### config.mk
export PLATFORM = sky130hd
export DESIGN_NAME = sfd_serial_unit
export DESIGN_NICKNAME = d
export VERILOG_FILES = /design/src/sfd_baud_gen.v /design/src/sfd_serial_unit.v
export VERILOG_INCLUDE_DIRS = /design/src
export SDC_FILE = /design/constraint.sdc
export NUM_CORES = 1
export LEC_CHECK = 0
export BUFFER_PORTS_ARGS = -buffer_cell sky130_fd_sc_hd__buf_4
export CELL_PAD_IN_SITES_DETAIL_PLACEMENT = 0
export CELL_PAD_IN_SITES_GLOBAL_PLACEMENT = 1
export CORE_MARGIN = 4
export CORE_UTILIZATION = 45
export DETAILED_ROUTE_END_ITERATION = 10
export GPL_ROUTABILITY_DRIVEN = 0
export GPL_TIMING_DRIVEN = 0
export PLACE_DENSITY = 0.79
export SLEW_MARGIN = 20
export SYNTH_ARGS = -nofsm -noshare
export SYNTH_HDL_FRONTEND = slang
export SYNTH_SLANG_ARGS = --single-unit
### constraint.sdc
create_clock -name clock_in -period 4.75 [get_ports clock_in]
set_clock_uncertainty 0.1 [all_clocks]
set_input_delay 0.7125 -clock clock_in [delete_from_list [all_inputs] [get_ports clock_in]]
set_output_delay 0.7125 -clock clock_in [all_outputs]
set_load 0.01 [all_outputs]
### src/sfd_consts.vh
`ifndef SFD_CONSTS_VH
`define SFD_CONSTS_VH
// ==========================================================
// register map
`define SFD_ADDR_W 3
`define SFD_OFS_FORMAT 3'h0
`define SFD_OFS_DIVISOR 3'h1
`define SFD_OFS_CONTROL 3'h2
`define SFD_OFS_TXHOLD 3'h3
`define SFD_OFS_STATUS 3'h4
`define SFD_OFS_RXHOLD 3'h5
// ==========================================================
// serial_format fields
`define SFD_FMT_SYNC 7
`define SFD_FMT_SEVEN 6
`define SFD_FMT_PAREN 5
`define SFD_FMT_ODD 4
`define SFD_FMT_STOP2 3
`define SFD_FMT_MP 2
`define SFD_FMT_CKS_HI 1
`define SFD_FMT_CKS_LO 0
// ==========================================================
// control fields
`define SFD_CTL_TXEN 0
`define SFD_CTL_RXEN 1
// ==========================================================
// status fields
`define SFD_ST_TXEMPTY 7
`define SFD_ST_RXFULL 6
`define SFD_ST_OVERRUN 5
`define SFD_ST_FRAMING 4
`define SFD_ST_PARITY 3
`define SFD_ST_TXEND 2
`define SFD_ST_MPB_RX 1
`define SFD_ST_MPB_TX 0
// ==========================================================
// reset values
`define SFD_RST_RXHOLD 8'h00
`define SFD_RST_TXHOLD 8'hff
`define SFD_RST_FORMAT 8'h00
`define SFD_RST_DIVISOR 8'hff
`define SFD_RST_CONTROL 8'h00
`define SFD_ZERO8 8'h00
// ==========================================================
// bit timing, in baud ticks
`define SFD_PH_LAST 4'hf
`define SFD_PH_MID 4'h7
`define SFD_IDX_LAST8 3'h7
`define SFD_IDX_LAST7 3'h6
// ==========================================================
// prescaler masks: phi, phi/4, phi/16, phi/64
`define SFD_PRE_M0 6'h00
`define SFD_PRE_M1 6'h03
`define SFD_PRE_M2 6'h0f
`define SFD_PRE_M3 6'h3f
`endif

### src/sfd_baud_gen.v
`timescale 1ns/1ps
`default_nettype none
`include "sfd_consts.vh"
module sfd_baud_gen #(
    parameter DIV_W = 8
) (
    input wire clock_in, // system clock
    input wire rst_in, // sync reset, high
    input wire ce_in, // clock enable
    input wire [1:0] sel_in, // prescale select
    input wire [DIV_W-1:0] divisor_in, // divisor+1 pulses a tick
    output reg prescale_out, // prescaler pulse
    output reg tick_out // baud tick, one cycle
);
    reg [5:0] pre_cnt_r;
    reg [DIV_W-1:0] div_cnt_r;
    reg [5:0] mask;
    wire pre_hit;

    always @* begin
        case (sel_in)
            2'h0: mask = `SFD_PRE_M0;
            2'h1: mask = `SFD_PRE_M1;
            2'h2: mask = `SFD_PRE_M2;
            default: mask = `SFD_PRE_M3;
        endcase
    end

    assign pre_hit = ((pre_cnt_r & mask) == mask);

    // ==========================================================
    // prescaler and divisor
    always @(posedge clock_in) begin
        if (rst_in) begin
            pre_cnt_r <= 6'h00;
            div_cnt_r <= {DIV_W{1'b0}};
            prescale_out <= 1'b0;
            tick_out <= 1'b0;
        end else if (ce_in) begin
            pre_cnt_r <= pre_cnt_r + 6'h01;
            prescale_out <= pre_hit;
            tick_out <= 1'b0;
            if (pre_hit) begin
                if (div_cnt_r >= divisor_in) begin
                    div_cnt_r <= {DIV_W{1'b0}};
                    tick_out <= 1'b1;
                end else begin
                    div_cnt_r <= div_cnt_r + {{(DIV_W-1){1'b0}}, 1'b1};
                end
            end
        end
    end
endmodule
`default_nettype wire

### src/sfd_serial_unit.v
// Operation
// RULE1: rx_shifter assembles frame, moves to rx_holding
// RULE2: shifters never visible to software
// RULE3: rx_holding 8 bits, read-only, resets zero
// RULE4: rx_shifter takes next frame immediately; in sync mode the receiver waits until rx_full_flag clears
// RULE5: software reads rx_holding once after full
// RULE6: tx_shifter sends data LSB first
// RULE7: empty tx_shifter loads tx_holding, starts
// RULE8: pending tx_holding loads at frame end
// RULE9: tx_holding 8 bits, resets all ones
// RULE10: software writes tx_holding once when empty
// RULE11: format bit 7 selects async or sync
// RULE12: format bit 6 selects seven data bits
// RULE13: format bit 5 adds and checks parity
// RULE14: format bit 4 picks odd parity
// RULE15: format bit 3 sends two stop bits
// RULE16: receiver checks first stop bit only
// RULE17: format bit 2 multiprocessor, overrides parity
// RULE18: software clears multiprocessor bit in sync
// RULE19: format bits 1:0 select baud prescaler
// RULE20: rx_shifter fills LSB first
//
// Local design decisions: the placing of the registers and the plain strobed port.
`timescale 1ns/1ps
`default_nettype none
`include "sfd_consts.vh"
module sfd_serial_unit #(
    parameter DIV_W = 8
) (
    input wire clock_in, // system clock phi
    input wire rst_in, // sync reset, high
    input wire ce_in, // clock enable
    input wire [`SFD_ADDR_W-1:0] addr_in, // register address
    input wire [7:0] wdata_in, // write data
    input wire wr_in, // write strobe
    input wire rd_in, // read strobe
    output reg [7:0] rdata_out, // read data, cycle after rd_in
    input wire rxd_in, // serial data in
    output reg txd_out, // serial data out
    output reg sck_out, // sync clock out
    output wire sck_oe_out, // sck pin driven
    output wire rx_full_out, // rx_full_flag
    output wire tx_empty_out, // tx_empty_flag
    output wire tx_end_out, // transmitter idle
    output wire prescale_out // baud prescaler pulse
);
    localparam TX_IDLE = 5'b00001;
    localparam TX_START = 5'b00010;
    localparam TX_DATA = 5'b00100;
    localparam TX_PAR = 5'b01000;
    localparam TX_STOP = 5'b10000;
    localparam RX_IDLE = 5'b00001;
    localparam RX_START = 5'b00010;
    localparam RX_DATA = 5'b00100;
    localparam RX_PAR = 5'b01000;
    localparam RX_STOP = 5'b10000;

    // even parity; seven-bit mode skips bit 7
    function par_of;
        input [7:0] d;
        input seven;
        begin
            par_of = seven ? ^d[6:0] : ^d;
        end
    endfunction

    reg [7:0] format_r;
    reg [DIV_W-1:0] divisor_r;
    reg [7:0] control_r;
    reg [7:0] tx_holding_r;
    reg [7:0] rx_holding_r;
    reg tx_empty_r, rx_full_r, overrun_r, framing_r, parity_err_r, tx_end_r;
    reg mpb_rx_r, mpb_tx_r;
    reg [4:0] tx_st_r;
    reg [7:0] tx_shifter_r;
    reg [2:0] tx_idx_r;
    reg [3:0] tx_ph_r;
    reg tx_extra_r, tx_bit_r;
    reg [4:0] rx_st_r;
    reg [7:0] rx_shifter_r;
    reg [2:0] rx_idx_r;
    reg [3:0] rx_ph_r;
    reg rx_pbit_r;
    reg rx_s1_r, rx_s2_r, rx_s3_r, rx_f_r;
    wire tick;

    sfd_baud_gen #(
        .DIV_W(DIV_W)
    ) u_baud (
        .clock_in(clock_in),
        .rst_in(rst_in),
        .ce_in(ce_in),
        // RULE19: prescale select
        .sel_in({format_r[`SFD_FMT_CKS_HI], format_r[`SFD_FMT_CKS_LO]}),
        .divisor_in(divisor_r),
        .prescale_out(prescale_out),
        .tick_out(tick)
    );

    // ==========================================================
    // format decode
    // RULE11: mode select
    wire sync_m = format_r[`SFD_FMT_SYNC];
    // RULE12: length ignored in sync
    wire seven = format_r[`SFD_FMT_SEVEN] & ~sync_m;
    // RULE17: mp wins over parity
    wire mp_on = format_r[`SFD_FMT_MP] & ~sync_m;
    // RULE13: parity in async only
    wire par_on = format_r[`SFD_FMT_PAREN] & ~sync_m & ~mp_on;
    // RULE14: odd select
    wire odd = format_r[`SFD_FMT_ODD];
    wire [2:0] last_idx = seven ? `SFD_IDX_LAST7 : `SFD_IDX_LAST8;
    wire tx_en = control_r[`SFD_CTL_TXEN];
    wire rx_en = control_r[`SFD_CTL_RXEN];

    wire wr_tx = wr_in && (addr_in == `SFD_OFS_TXHOLD);
    wire wr_st = wr_in && (addr_in == `SFD_OFS_STATUS);

    // ==========================================================
    // transmitter
    wire tx_adv = tick && (tx_ph_r == `SFD_PH_LAST);
    wire tx_frame_end = tx_adv && (((tx_st_r == TX_DATA) && sync_m && (tx_idx_r == last_idx))
        || ((tx_st_r == TX_STOP) && !(format_r[`SFD_FMT_STOP2] && !tx_extra_r)));
    // RULE7: load when shifter empty
    // RULE8: back-to-back reload
    wire tx_load = ((tx_st_r == TX_IDLE) || tx_frame_end) && tx_en && !tx_empty_r;

    always @(posedge clock_in) begin
        if (rst_in) begin
            tx_st_r <= TX_IDLE;
            tx_shifter_r <= `SFD_RST_TXHOLD;
            tx_idx_r <= 3'h0;
            tx_ph_r <= 4'h0;
            tx_extra_r <= 1'b0;
            tx_bit_r <= 1'b0;
        end else if (ce_in) begin
            if (tick && (tx_st_r != TX_IDLE)) begin
                tx_ph_r <= tx_ph_r + 4'h1;
            end
            if (tx_load) begin
                tx_shifter_r <= tx_holding_r;
                tx_idx_r <= 3'h0;
                tx_ph_r <= 4'h0;
                tx_extra_r <= 1'b0;
                // RULE13: parity or mp bit
                tx_bit_r <= mp_on ? mpb_tx_r : (par_of(tx_holding_r, seven) ^ odd);
                tx_st_r <= sync_m ? TX_DATA : TX_START;
            end else if (tx_frame_end) begin
                tx_st_r <= TX_IDLE;
            end else if (tx_adv) begin
                case (tx_st_r)
                    TX_START: begin
                        tx_st_r <= TX_DATA;
                    end
                    TX_DATA: begin
                        // RULE6: shift out LSB first
                        tx_shifter_r <= {1'b1, tx_shifter_r[7:1]};
                        tx_idx_r <= tx_idx_r + 3'h1;
                        if (tx_idx_r == last_idx) begin
                            tx_st_r <= (par_on || mp_on) ? TX_PAR : TX_STOP;
                        end
                    end
                    TX_PAR: begin
                        tx_st_r <= TX_STOP;
                    end
                    TX_STOP: begin
                        // RULE15: second stop bit
                        tx_extra_r <= 1'b1;
                    end
                    default: begin
                        tx_st_r <= TX_IDLE;
                    end
                endcase
            end
        end
    end

    // ==========================================================
    // receiver; three-flop input filter
    wire rx_samp = tick && (rx_ph_r == (sync_m ? `SFD_PH_MID : `SFD_PH_LAST));
    wire rx_adv = tick && (rx_ph_r == `SFD_PH_LAST);
    wire rx_done = rx_adv && ((rx_st_r == RX_STOP)
        || ((rx_st_r == RX_DATA) && sync_m && (rx_idx_r == last_idx)));
    wire [7:0] rx_word = seven ? {1'b0, rx_shifter_r[7:1]} : rx_shifter_r;
    // RULE16: first stop bit only
    wire stop_bad = (rx_st_r == RX_STOP) && !rx_f_r;
    wire par_bad = par_on && ((par_of(rx_word, seven) ^ odd) != rx_pbit_r);

    always @(posedge clock_in) begin
        if (rst_in) begin
            rx_s1_r <= 1'b1;
            rx_s2_r <= 1'b1;
            rx_s3_r <= 1'b1;
            rx_f_r <= 1'b1;
            rx_st_r <= RX_IDLE;
            rx_shifter_r <= `SFD_ZERO8;
            rx_idx_r <= 3'h0;
            rx_ph_r <= 4'h0;
            rx_pbit_r <= 1'b0;
        end else if (ce_in) begin
            rx_s1_r <= rxd_in;
            rx_s2_r <= rx_s1_r;
            rx_s3_r <= rx_s2_r;
            if (rx_s2_r == rx_s3_r) begin
                rx_f_r <= rx_s3_r;
            end
            if (tick && (rx_st_r != RX_IDLE)) begin
                rx_ph_r <= rx_ph_r + 4'h1;
            end
            case (rx_st_r)
                RX_IDLE: begin
                    rx_ph_r <= 4'h0;
                    rx_idx_r <= 3'h0;
                    if (rx_en && sync_m && !rx_full_r) begin
                        rx_st_r <= RX_DATA;
                    end else if (rx_en && !sync_m && !rx_f_r) begin
                        rx_st_r <= RX_START;
                    end
                end
                RX_START: begin
                    // mid-bit confirm centres later samples
                    if (tick && (rx_ph_r == `SFD_PH_MID)) begin
                        rx_ph_r <= 4'h0;
                        rx_st_r <= rx_f_r ? RX_IDLE : RX_DATA;
                    end
                end
                RX_DATA: begin
                    if (rx_samp) begin
                        // RULE20: LSB arrives first
                        rx_shifter_r <= {rx_f_r, rx_shifter_r[7:1]};
                    end
                    if (rx_adv) begin
                        rx_idx_r <= rx_idx_r + 3'h1;
                        if (rx_idx_r == last_idx) begin
                            if (sync_m) begin
                                rx_st_r <= RX_IDLE;
                            end else begin
                                rx_st_r <= (par_on || mp_on) ? RX_PAR : RX_STOP;
                            end
                        end
                    end
                end
                RX_PAR: begin
                    if (rx_adv) begin
                        rx_pbit_r <= rx_f_r;
                        rx_st_r <= RX_STOP;
                    end
                end
                RX_STOP: begin
                    // RULE4: next frame at once
                    if (rx_adv) begin
                        rx_st_r <= RX_IDLE;
                    end
                end
                default: begin
                    rx_st_r <= RX_IDLE;
                end
            endcase
        end
    end

    // ==========================================================
    // registers and flags; receive flags: hardware set beats clear, tx flags: write beats set
    always @(posedge clock_in) begin
        if (rst_in) begin
            format_r <= `SFD_RST_FORMAT;
            divisor_r <= {DIV_W{1'b1}};
            control_r <= `SFD_RST_CONTROL;
            // RULE9: reset all ones
            tx_holding_r <= `SFD_RST_TXHOLD;
            // RULE3: reset zero
            rx_holding_r <= `SFD_RST_RXHOLD;
            tx_empty_r <= 1'b1;
            tx_end_r <= 1'b1;
            rx_full_r <= 1'b0;
            overrun_r <= 1'b0;
            framing_r <= 1'b0;
            parity_err_r <= 1'b0;
            mpb_rx_r <= 1'b0;
            mpb_tx_r <= 1'b0;
        end else if (ce_in) begin
            if (wr_in && (addr_in == `SFD_OFS_FORMAT)) begin
                format_r <= wdata_in;
            end else if (wr_in && (addr_in == `SFD_OFS_DIVISOR)) begin
                divisor_r <= wdata_in[DIV_W-1:0];
            end else if (wr_in && (addr_in == `SFD_OFS_CONTROL)) begin
                control_r <= wdata_in;
            end else if (wr_tx) begin
                tx_holding_r <= wdata_in;
            end
            // RULE3: no write path to rx_holding
            if (wr_tx) begin
                tx_empty_r <= 1'b0;
                tx_end_r <= 1'b0;
            end else if (tx_load) begin
                tx_empty_r <= 1'b1;
            end
            if (tx_frame_end && !tx_load && !wr_tx) begin
                tx_end_r <= 1'b1;
            end
            if (wr_st) begin
                mpb_tx_r <= wdata_in[`SFD_ST_MPB_TX];
                if (!wdata_in[`SFD_ST_RXFULL]) rx_full_r <= 1'b0;
                if (!wdata_in[`SFD_ST_OVERRUN]) overrun_r <= 1'b0;
                if (!wdata_in[`SFD_ST_FRAMING]) framing_r <= 1'b0;
                if (!wdata_in[`SFD_ST_PARITY]) parity_err_r <= 1'b0;
            end
            if (rx_done) begin
                if (rx_full_r) begin
                    // unread word kept, loss flagged
                    overrun_r <= 1'b1;
                end else begin
                    // RULE1: frame into rx_holding
                    rx_holding_r <= rx_word;
                    rx_full_r <= 1'b1;
                    if (stop_bad) framing_r <= 1'b1;
                    if (par_bad) parity_err_r <= 1'b1;
                    if (mp_on) mpb_rx_r <= rx_pbit_r;
                end
            end
        end
    end

    // ==========================================================
    // read port and pins
    wire [7:0] status = {tx_empty_r, rx_full_r, overrun_r, framing_r,
                         parity_err_r, tx_end_r, mpb_rx_r, mpb_tx_r};
    wire tx_busy_sync = sync_m && (tx_st_r == TX_DATA);
    wire rx_busy_sync = sync_m && (rx_st_r == RX_DATA);

    always @(posedge clock_in) begin
        if (rst_in) begin
            rdata_out <= `SFD_ZERO8;
            txd_out <= 1'b1;
            sck_out <= 1'b1;
        end else if (ce_in) begin
            // RULE2: shifters have no address
            if (!rd_in) begin
                rdata_out <= `SFD_ZERO8;
            end else if (addr_in == `SFD_OFS_FORMAT) begin
                rdata_out <= format_r;
            end else if (addr_in == `SFD_OFS_DIVISOR) begin
                rdata_out <= {{(8-DIV_W){1'b0}}, divisor_r};
            end else if (addr_in == `SFD_OFS_CONTROL) begin
                rdata_out <= control_r;
            end else if (addr_in == `SFD_OFS_TXHOLD) begin
                rdata_out <= tx_holding_r;
            end else if (addr_in == `SFD_OFS_STATUS) begin
                rdata_out <= status;
            end else if (addr_in == `SFD_OFS_RXHOLD) begin
                rdata_out <= rx_holding_r;
            end else begin
                rdata_out <= `SFD_ZERO8;
            end
            case (tx_st_r)
                TX_START: txd_out <= 1'b0;
                TX_DATA: txd_out <= tx_shifter_r[0];
                TX_PAR: txd_out <= tx_bit_r;
                default: txd_out <= 1'b1;
            endcase
            // clock rises at mid-bit
            if (tx_busy_sync) begin
                sck_out <= (tx_ph_r > `SFD_PH_MID);
            end else if (rx_busy_sync) begin
                sck_out <= (rx_ph_r > `SFD_PH_MID);
            end else begin
                sck_out <= 1'b1;
            end
        end
    end

    assign sck_oe_out = sync_m;
    assign rx_full_out = rx_full_r;
    assign tx_empty_out = tx_empty_r;
    assign tx_end_out = tx_end_r;
endmodule
`default_nettype wire

* Word level (Yosys, flattened, before mapping)
Cells that the tools add are included.
Word-level totals: flip-flop bits (word level) 121
Operators by class: $add $sub $neg 6, $lt $le $gt $ge 3, equal/unequal tests 37, multiplexer cells 78, bitwise logic cells 13, reductions and logical operators 75
Operators by type and width (count):
- 8-bit 2-to-1 mux | 13
- 5-bit 2-to-1 mux | 13
- 1-bit 2-to-1 mux | 34
- 1-bit logical AND | 29
- 5-bit one-hot mux with 5 select lines | 1
- 3-bit 2-to-1 mux | 7
- 4-bit 2-to-1 mux | 5
- 5-bit one-hot mux with 4 select lines | 1
- 4-bit AND reduction | 5
- 6-bit one-hot mux with 3 select lines | 1
- 2-bit AND reduction | 8
- 8-bit XOR reduction | 2
- 3-bit AND reduction | 5
- 2-bit nonzero test | 7
- 7-bit XOR reduction | 2
- 5-bit by 1-bit equality test with 1-bit output, second input constant | 2
- 5-bit by 2-bit equality test with 1-bit output, second input constant | 2
- 5-bit by 3-bit equality test with 1-bit output, second input constant | 2
- 5-bit by 4-bit equality test with 1-bit output, second input constant | 2
- 5-bit equality test, second input constant | 2
- 2-bit inequality test, second input constant | 5
- 5-bit by 1-bit inequality test with 1-bit output, second input constant | 2
- 4-bit by 1-bit adder with 4-bit output, second input constant | 2
- 8-bit by 1-bit adder with 8-bit output, second input constant | 1
- 33 further kinds | 59

* Depth between registers and ports, before layout
depth in word-level cells 15, depth in mapped cells 8, mapped depth without buffers 8

* Hierarchy
From an unflattened synthesis, not the netlist that was laid out.
Second synthesis, totals: cells, all modules 771, area, all modules 6468.7 sq um
Modules (own cells, without submodules):
- sfd_serial_unit | instances 1, cells each 651, area each 5509.0 sq um, sequential area each 2102.0 sq um
- sfd_baud_gen | instances 1, cells each 120, area each 959.7 sq um, sequential area each 320.3 sq um

* Worst setup path before layout
OpenSTA, ideal clock, no wires.
path type input to register, start point in ce_in, end point reg rx_st_r[1], setup time 0.128 ns, arrival 2.137 ns, data required time 4.522 ns, path slack 2.386 ns, stages on the path 6, buffers on the path 0, cells stage by stage and2_1 > nand4_2 > o32a_1 > a211oi_2 > mux2i_1 > nor2_1
On the way: longest elaborated chain between the ends 1
Ends and longest elaborated chain:
- start, declared | RTL line sfd_serial_unit.v:32 | input wire ce_in,
- 7-bit AND reduction (no source line)
- end signal, assigned | RTL line sfd_serial_unit.v:224 | rx_st_r <= rx_f_r ? RX_IDLE : RX_DATA;
- end signal, assigned | RTL line sfd_serial_unit.v:238 | rx_st_r <= (par_on || mp_on) ? RX_PAR : RX_STOP;
- end, declared | RTL line sfd_serial_unit.v:79 | reg [4:0] rx_st_r;
No other way between the ends. A chain may end at the register's enable or synchronous reset.

* Final worst setup path
start point reg tx_st_r[0], end point reg tx_ph_r[0]
On the way: longest elaborated chain between the ends 10
Ends and longest elaborated chain:
- start, declared | RTL line sfd_serial_unit.v:74 | reg [4:0] tx_st_r;
- start signal, assigned | RTL line sfd_serial_unit.v:147 | tx_st_r <= sync_m ? TX_DATA : TX_START;
- start signal, assigned | RTL line sfd_serial_unit.v:160 | tx_st_r <= (par_on || mp_on) ? TX_PAR : TX_STOP;
- 5-bit by 3-bit equality test with 1-bit output | RTL line sfd_serial_unit.v:122 | wire tx_frame_end = tx_adv && (((tx_st_r == TX_DATA) && sync_m && (tx_idx_r == last_idx))
- 1-bit logical AND (2 in a row) | RTL line sfd_serial_unit.v:122
- 1-bit logical OR | RTL line sfd_serial_unit.v:122
- 1-bit logical AND | RTL line sfd_serial_unit.v:122
- 1-bit logical OR | RTL line sfd_serial_unit.v:126 | wire tx_load = ((tx_st_r == TX_IDLE) || tx_frame_end) && tx_en && !tx_empty_r;
- 1-bit logical AND (2 in a row) | RTL line sfd_serial_unit.v:126
- 2-bit nonzero test (no source line)
- 2-bit AND reduction (no source line)
- end signal, assigned | RTL line sfd_serial_unit.v:138 | tx_ph_r <= tx_ph_r + 4'h1;
- end, declared | RTL line sfd_serial_unit.v:77 | reg [3:0] tx_ph_r;
Several ways; a longest one is shown, not always the timed one.

==> results.txt <==
status -> completed
layout cell share with drive strength beyond 1 -> 11.2%
grt total ovfl -> 0
global-route wire length before repair -> 28300 um
post-CTS setup buffers -> 0
Placed Cells -> 911
DP Wirelength -> 13000 um
Worst EP required -> 4.94 ns
CP endpoint kind -> flop
Rows -> 42
top cells by area, synth -> dfxtp_1 (40%), mux2i_1 (6.9%), nor2_1 (5.5%)
RSZ-0062 raised after global routing -> no
CTS sink count -> 121
sequential fraction of the synthesis area -> 39.7%
area taken by multi-input logic gates -> 0.00343 mm2
Reg area -> 0.00242 mm2
Hold Fails Final Rpt -> 0
Syn Inst Count -> 708
die width -> 124 um
syn_area_per_cell -> 8.61 um2
Tmin final -> 2.60 ns
setup violators final -> 0
Clock transition at path regs -> 0.05 ns
Netlist cell types -> 63
Post-synth EDFFs -> 0
pwr/cell area -> 367 mW/mm2
drt wl/cell -> 18.8 um
XOR/XNOR share of the synthesized area -> 5.46%
CP Launch Type -> flop
initial antenna violation count -> 0
Post-synth ARST share -> 0%
Reg2Reg Setup Slack -> 2.15 ns
# hold bufs at CTS -> 0
cells on worst reg2reg path -> 8
fin cells -> 942
fillcell total -> 1270
setup tns final -> 0 ns
Tot Pwr -> 2620 uW
top-area cell type share of the netlist area -> 39.7%
Ys Warns -> 0
Remaining DRCs -> 0
TritonCTS buffer count -> 17
Synth top cells by count -> dfxtp_1 (121), nor2_1 (90), nand2_1 (62)
HP Class -> reg2reg
Die Area -> 0.0155 mm2
Max Slew Vio Count -> 0
Max Cap Viol -> 0
final wirelength -> 17700 um
I/O Buffers -> 27
Max-slew headroom -> 26.2%
post-CTS resize count -> 0
worst r2r src -> tx_st_r[0]
first-pass iteration count of the detailed router -> 6
Tcrit/Tclk final -> 54.7%
initial core utilization -> 46.0%
crit path max fanout -> 10
Hold Path Sink -> rdata_out[3]
P_leak -> 0.00275 uW
CTS Buffer Depth -> 2
Hold Path Origin -> rdata_out[3]
DR vias -> 5507
f_max -> 385 MHz
Total GRT Usage -> 23.1%
Peak supply drop -> 259 uV
DRT iter0 DRCs -> 683
Compound-Gate Fraction of Synth Area -> 17.2%
Worst EP arrival -> 2.78 ns
dominant synthesized flop cell -> dfxtp_1
Die Y-Extent -> 124 um
utilization after layout -> 53.8%
H-tree depth -> 4
core area -> 0.0132 mm2
Tightest Pin Transition -> 1.10 ns
largest family of logic cells by synthesized area -> simple AND/OR/NAND/NOR gates
final worst slack -> 2.15 ns
area grow syn2layout -> 16.8%
cell accounting for the most synthesized area -> dfxtp_1
worst hold path stage count -> 2
register bit total from synthesis -> 121
antenna diode count -> 0
Vias/cell -> 5.85
Synth Area in Adders -> 2.87%
post-route ant nets -> 0
vias in the first global route -> 5250
r2r endpoint -> tx_ph_r[0]
post-synthesis cell area -> 0.00610 mm2
post-synthesis mux area share -> 8.37%
io pins -> 32
top-count cell post-synth -> dfxtp_1
Worst-Skew Late Latency -> 0.43 ns
share of synthesized cell area in and, or, nand and nor gates -> 22.3%
pin count of the biggest net entering global routing -> 17
root buf cell -> clkbuf_16
Syn Nets -> 739
Setup CP Type -> reg2reg
dpl ws -> 1.80 ns
Final nets -> 785
CTS tree -> done
-- through the flow --
stage	instance area (um2)	hold WS [ns]
2_1_floorplan	6100	0.330
3_3_place_gp	6520	0.337
3_5_place_dp	6520	0.358
4_1_cts	7120	0.368
5_1_grt	7120	0.391
6_report	7120	0.365
-- state kept, by name (all words and copies together) (netlist names), 5 cells and up --
signal            cells
control_r             8
divisor_r             8
format_r              8
rdata_out             8
rx_holding_r          8
rx_shifter_r          8
tx_holding_r          8
tx_shifter_r          8
u_baud.div_cnt_r      8
u_baud.pre_cnt_r      6
rx_st_r               5
tx_st_r               5
-- worst max-delay path, cell delays in order (launching register included) --
cell,delay (ns)
dfxtp_1,0.39
nor3_1,0.44
or4b_1,0.55
a21o_1,0.26
a21o_1,0.21
buf_6,0.15
buf_6,0.15
a31oi_1,0.17
nor2_1,0.05
-- worst max-delay path by stage --
stage                           from         endpoint  slack [ns]  cells past startpoint
after global routing      rx_st_r[4]  rx_holding_r[6]        2.02                      7
after detailed placement       ce_in  u_baud.tick_out        1.80                      8
after CTS                 rx_st_r[4]  rx_holding_r[6]        2.19                      7
after global placement         ce_in  u_baud.tick_out        1.77                      8
final                     tx_st_r[0]       tx_ph_r[0]        2.15                      8
after floorplan                ce_in       rx_st_r[1]        2.39                      6
-- layout make-up --
| type | count | share of cell area [%] |
|---|---|---|
| multi-input combinational | 531 | 48.2 |
| sequential | 121 | 34.0 |
| clock buffer | 25 | 7.24 |
| tap | 176 | 3.09 |
| timing repair buffer | 27 | 2.85 |
| buffer | 43 | 2.74 |
| clock inverter | 6 | 1.21 |
| inverter | 13 | 0.685 |
-- routing by layer --
metal	routed length, um	GRT usage, %	vias up	part of all wire (%)
met5	0	0	-	0
met1	7950	30.3	2645	45
met4	340	8.19	0	1.9
met3	1050	5.19	22	5.9
met2	8410	37.3	203	47
li1	-	-	2637	-
-- power by group --
| group | switching, uW | internal (uW) | leakage (uW) |
|---|---|---|---|
| logic | 148 | 94.7 | 0.00148 |
| clock network | 455 | 851 | 0.000295 |
| registers | 27.5 | 1040 | 0.000980 |
| total | 631 | 1990 | 0.00275 |
-- logic make-up (layout without fill, tap and decap cells) --
kind of cell / Yosys count / count (layout)
flip-flops: 121 / 121
multiplexers: 50 / 50
XOR/XNOR: 38 / 38
AO/OA/AOI/OAI: 152 / 152
buffers and inverters: 56 / 114
adder cells (fa/ha/maj): 14 / 14
AND/OR/NAND/NOR: 277 / 277
-- cells in the final DEF, fill, tap and decap left out, types with 8 or more instances in the layout --
| cell type | Yosys | layout |
|---|---|---|
| inv_1 | 13 | 13 |
| a211o_1 | 20 | 20 |
| a21oi_1 | 34 | 34 |
| nand3_1 | 17 | 17 |
| clkbuf_16 | 0 | 17 |
| dfxtp_1 | 121 | 121 |
| xnor2_1 | 20 | 20 |
| mux2_2 | 8 | 8 |
| nand2_1 | 62 | 62 |
| nand2b_1 | 8 | 8 |
| nor2b_1 | 16 | 16 |
| o21ai_0 | 26 | 26 |
| o21bai_1 | 11 | 11 |
| o22ai_1 | 13 | 13 |
| a311oi_1 | 9 | 9 |
| nand4_1 | 17 | 17 |
| mux2i_1 | 42 | 42 |
| ha_1 | 14 | 14 |
| buf_4 | 0 | 27 |
| xor2_1 | 18 | 18 |
| clkbuf_1 | 33 | 35 |
| nor2_1 | 90 | 90 |
| nor3_1 | 29 | 29 |
No activity file was read; power rests on OpenSTA's default activity.
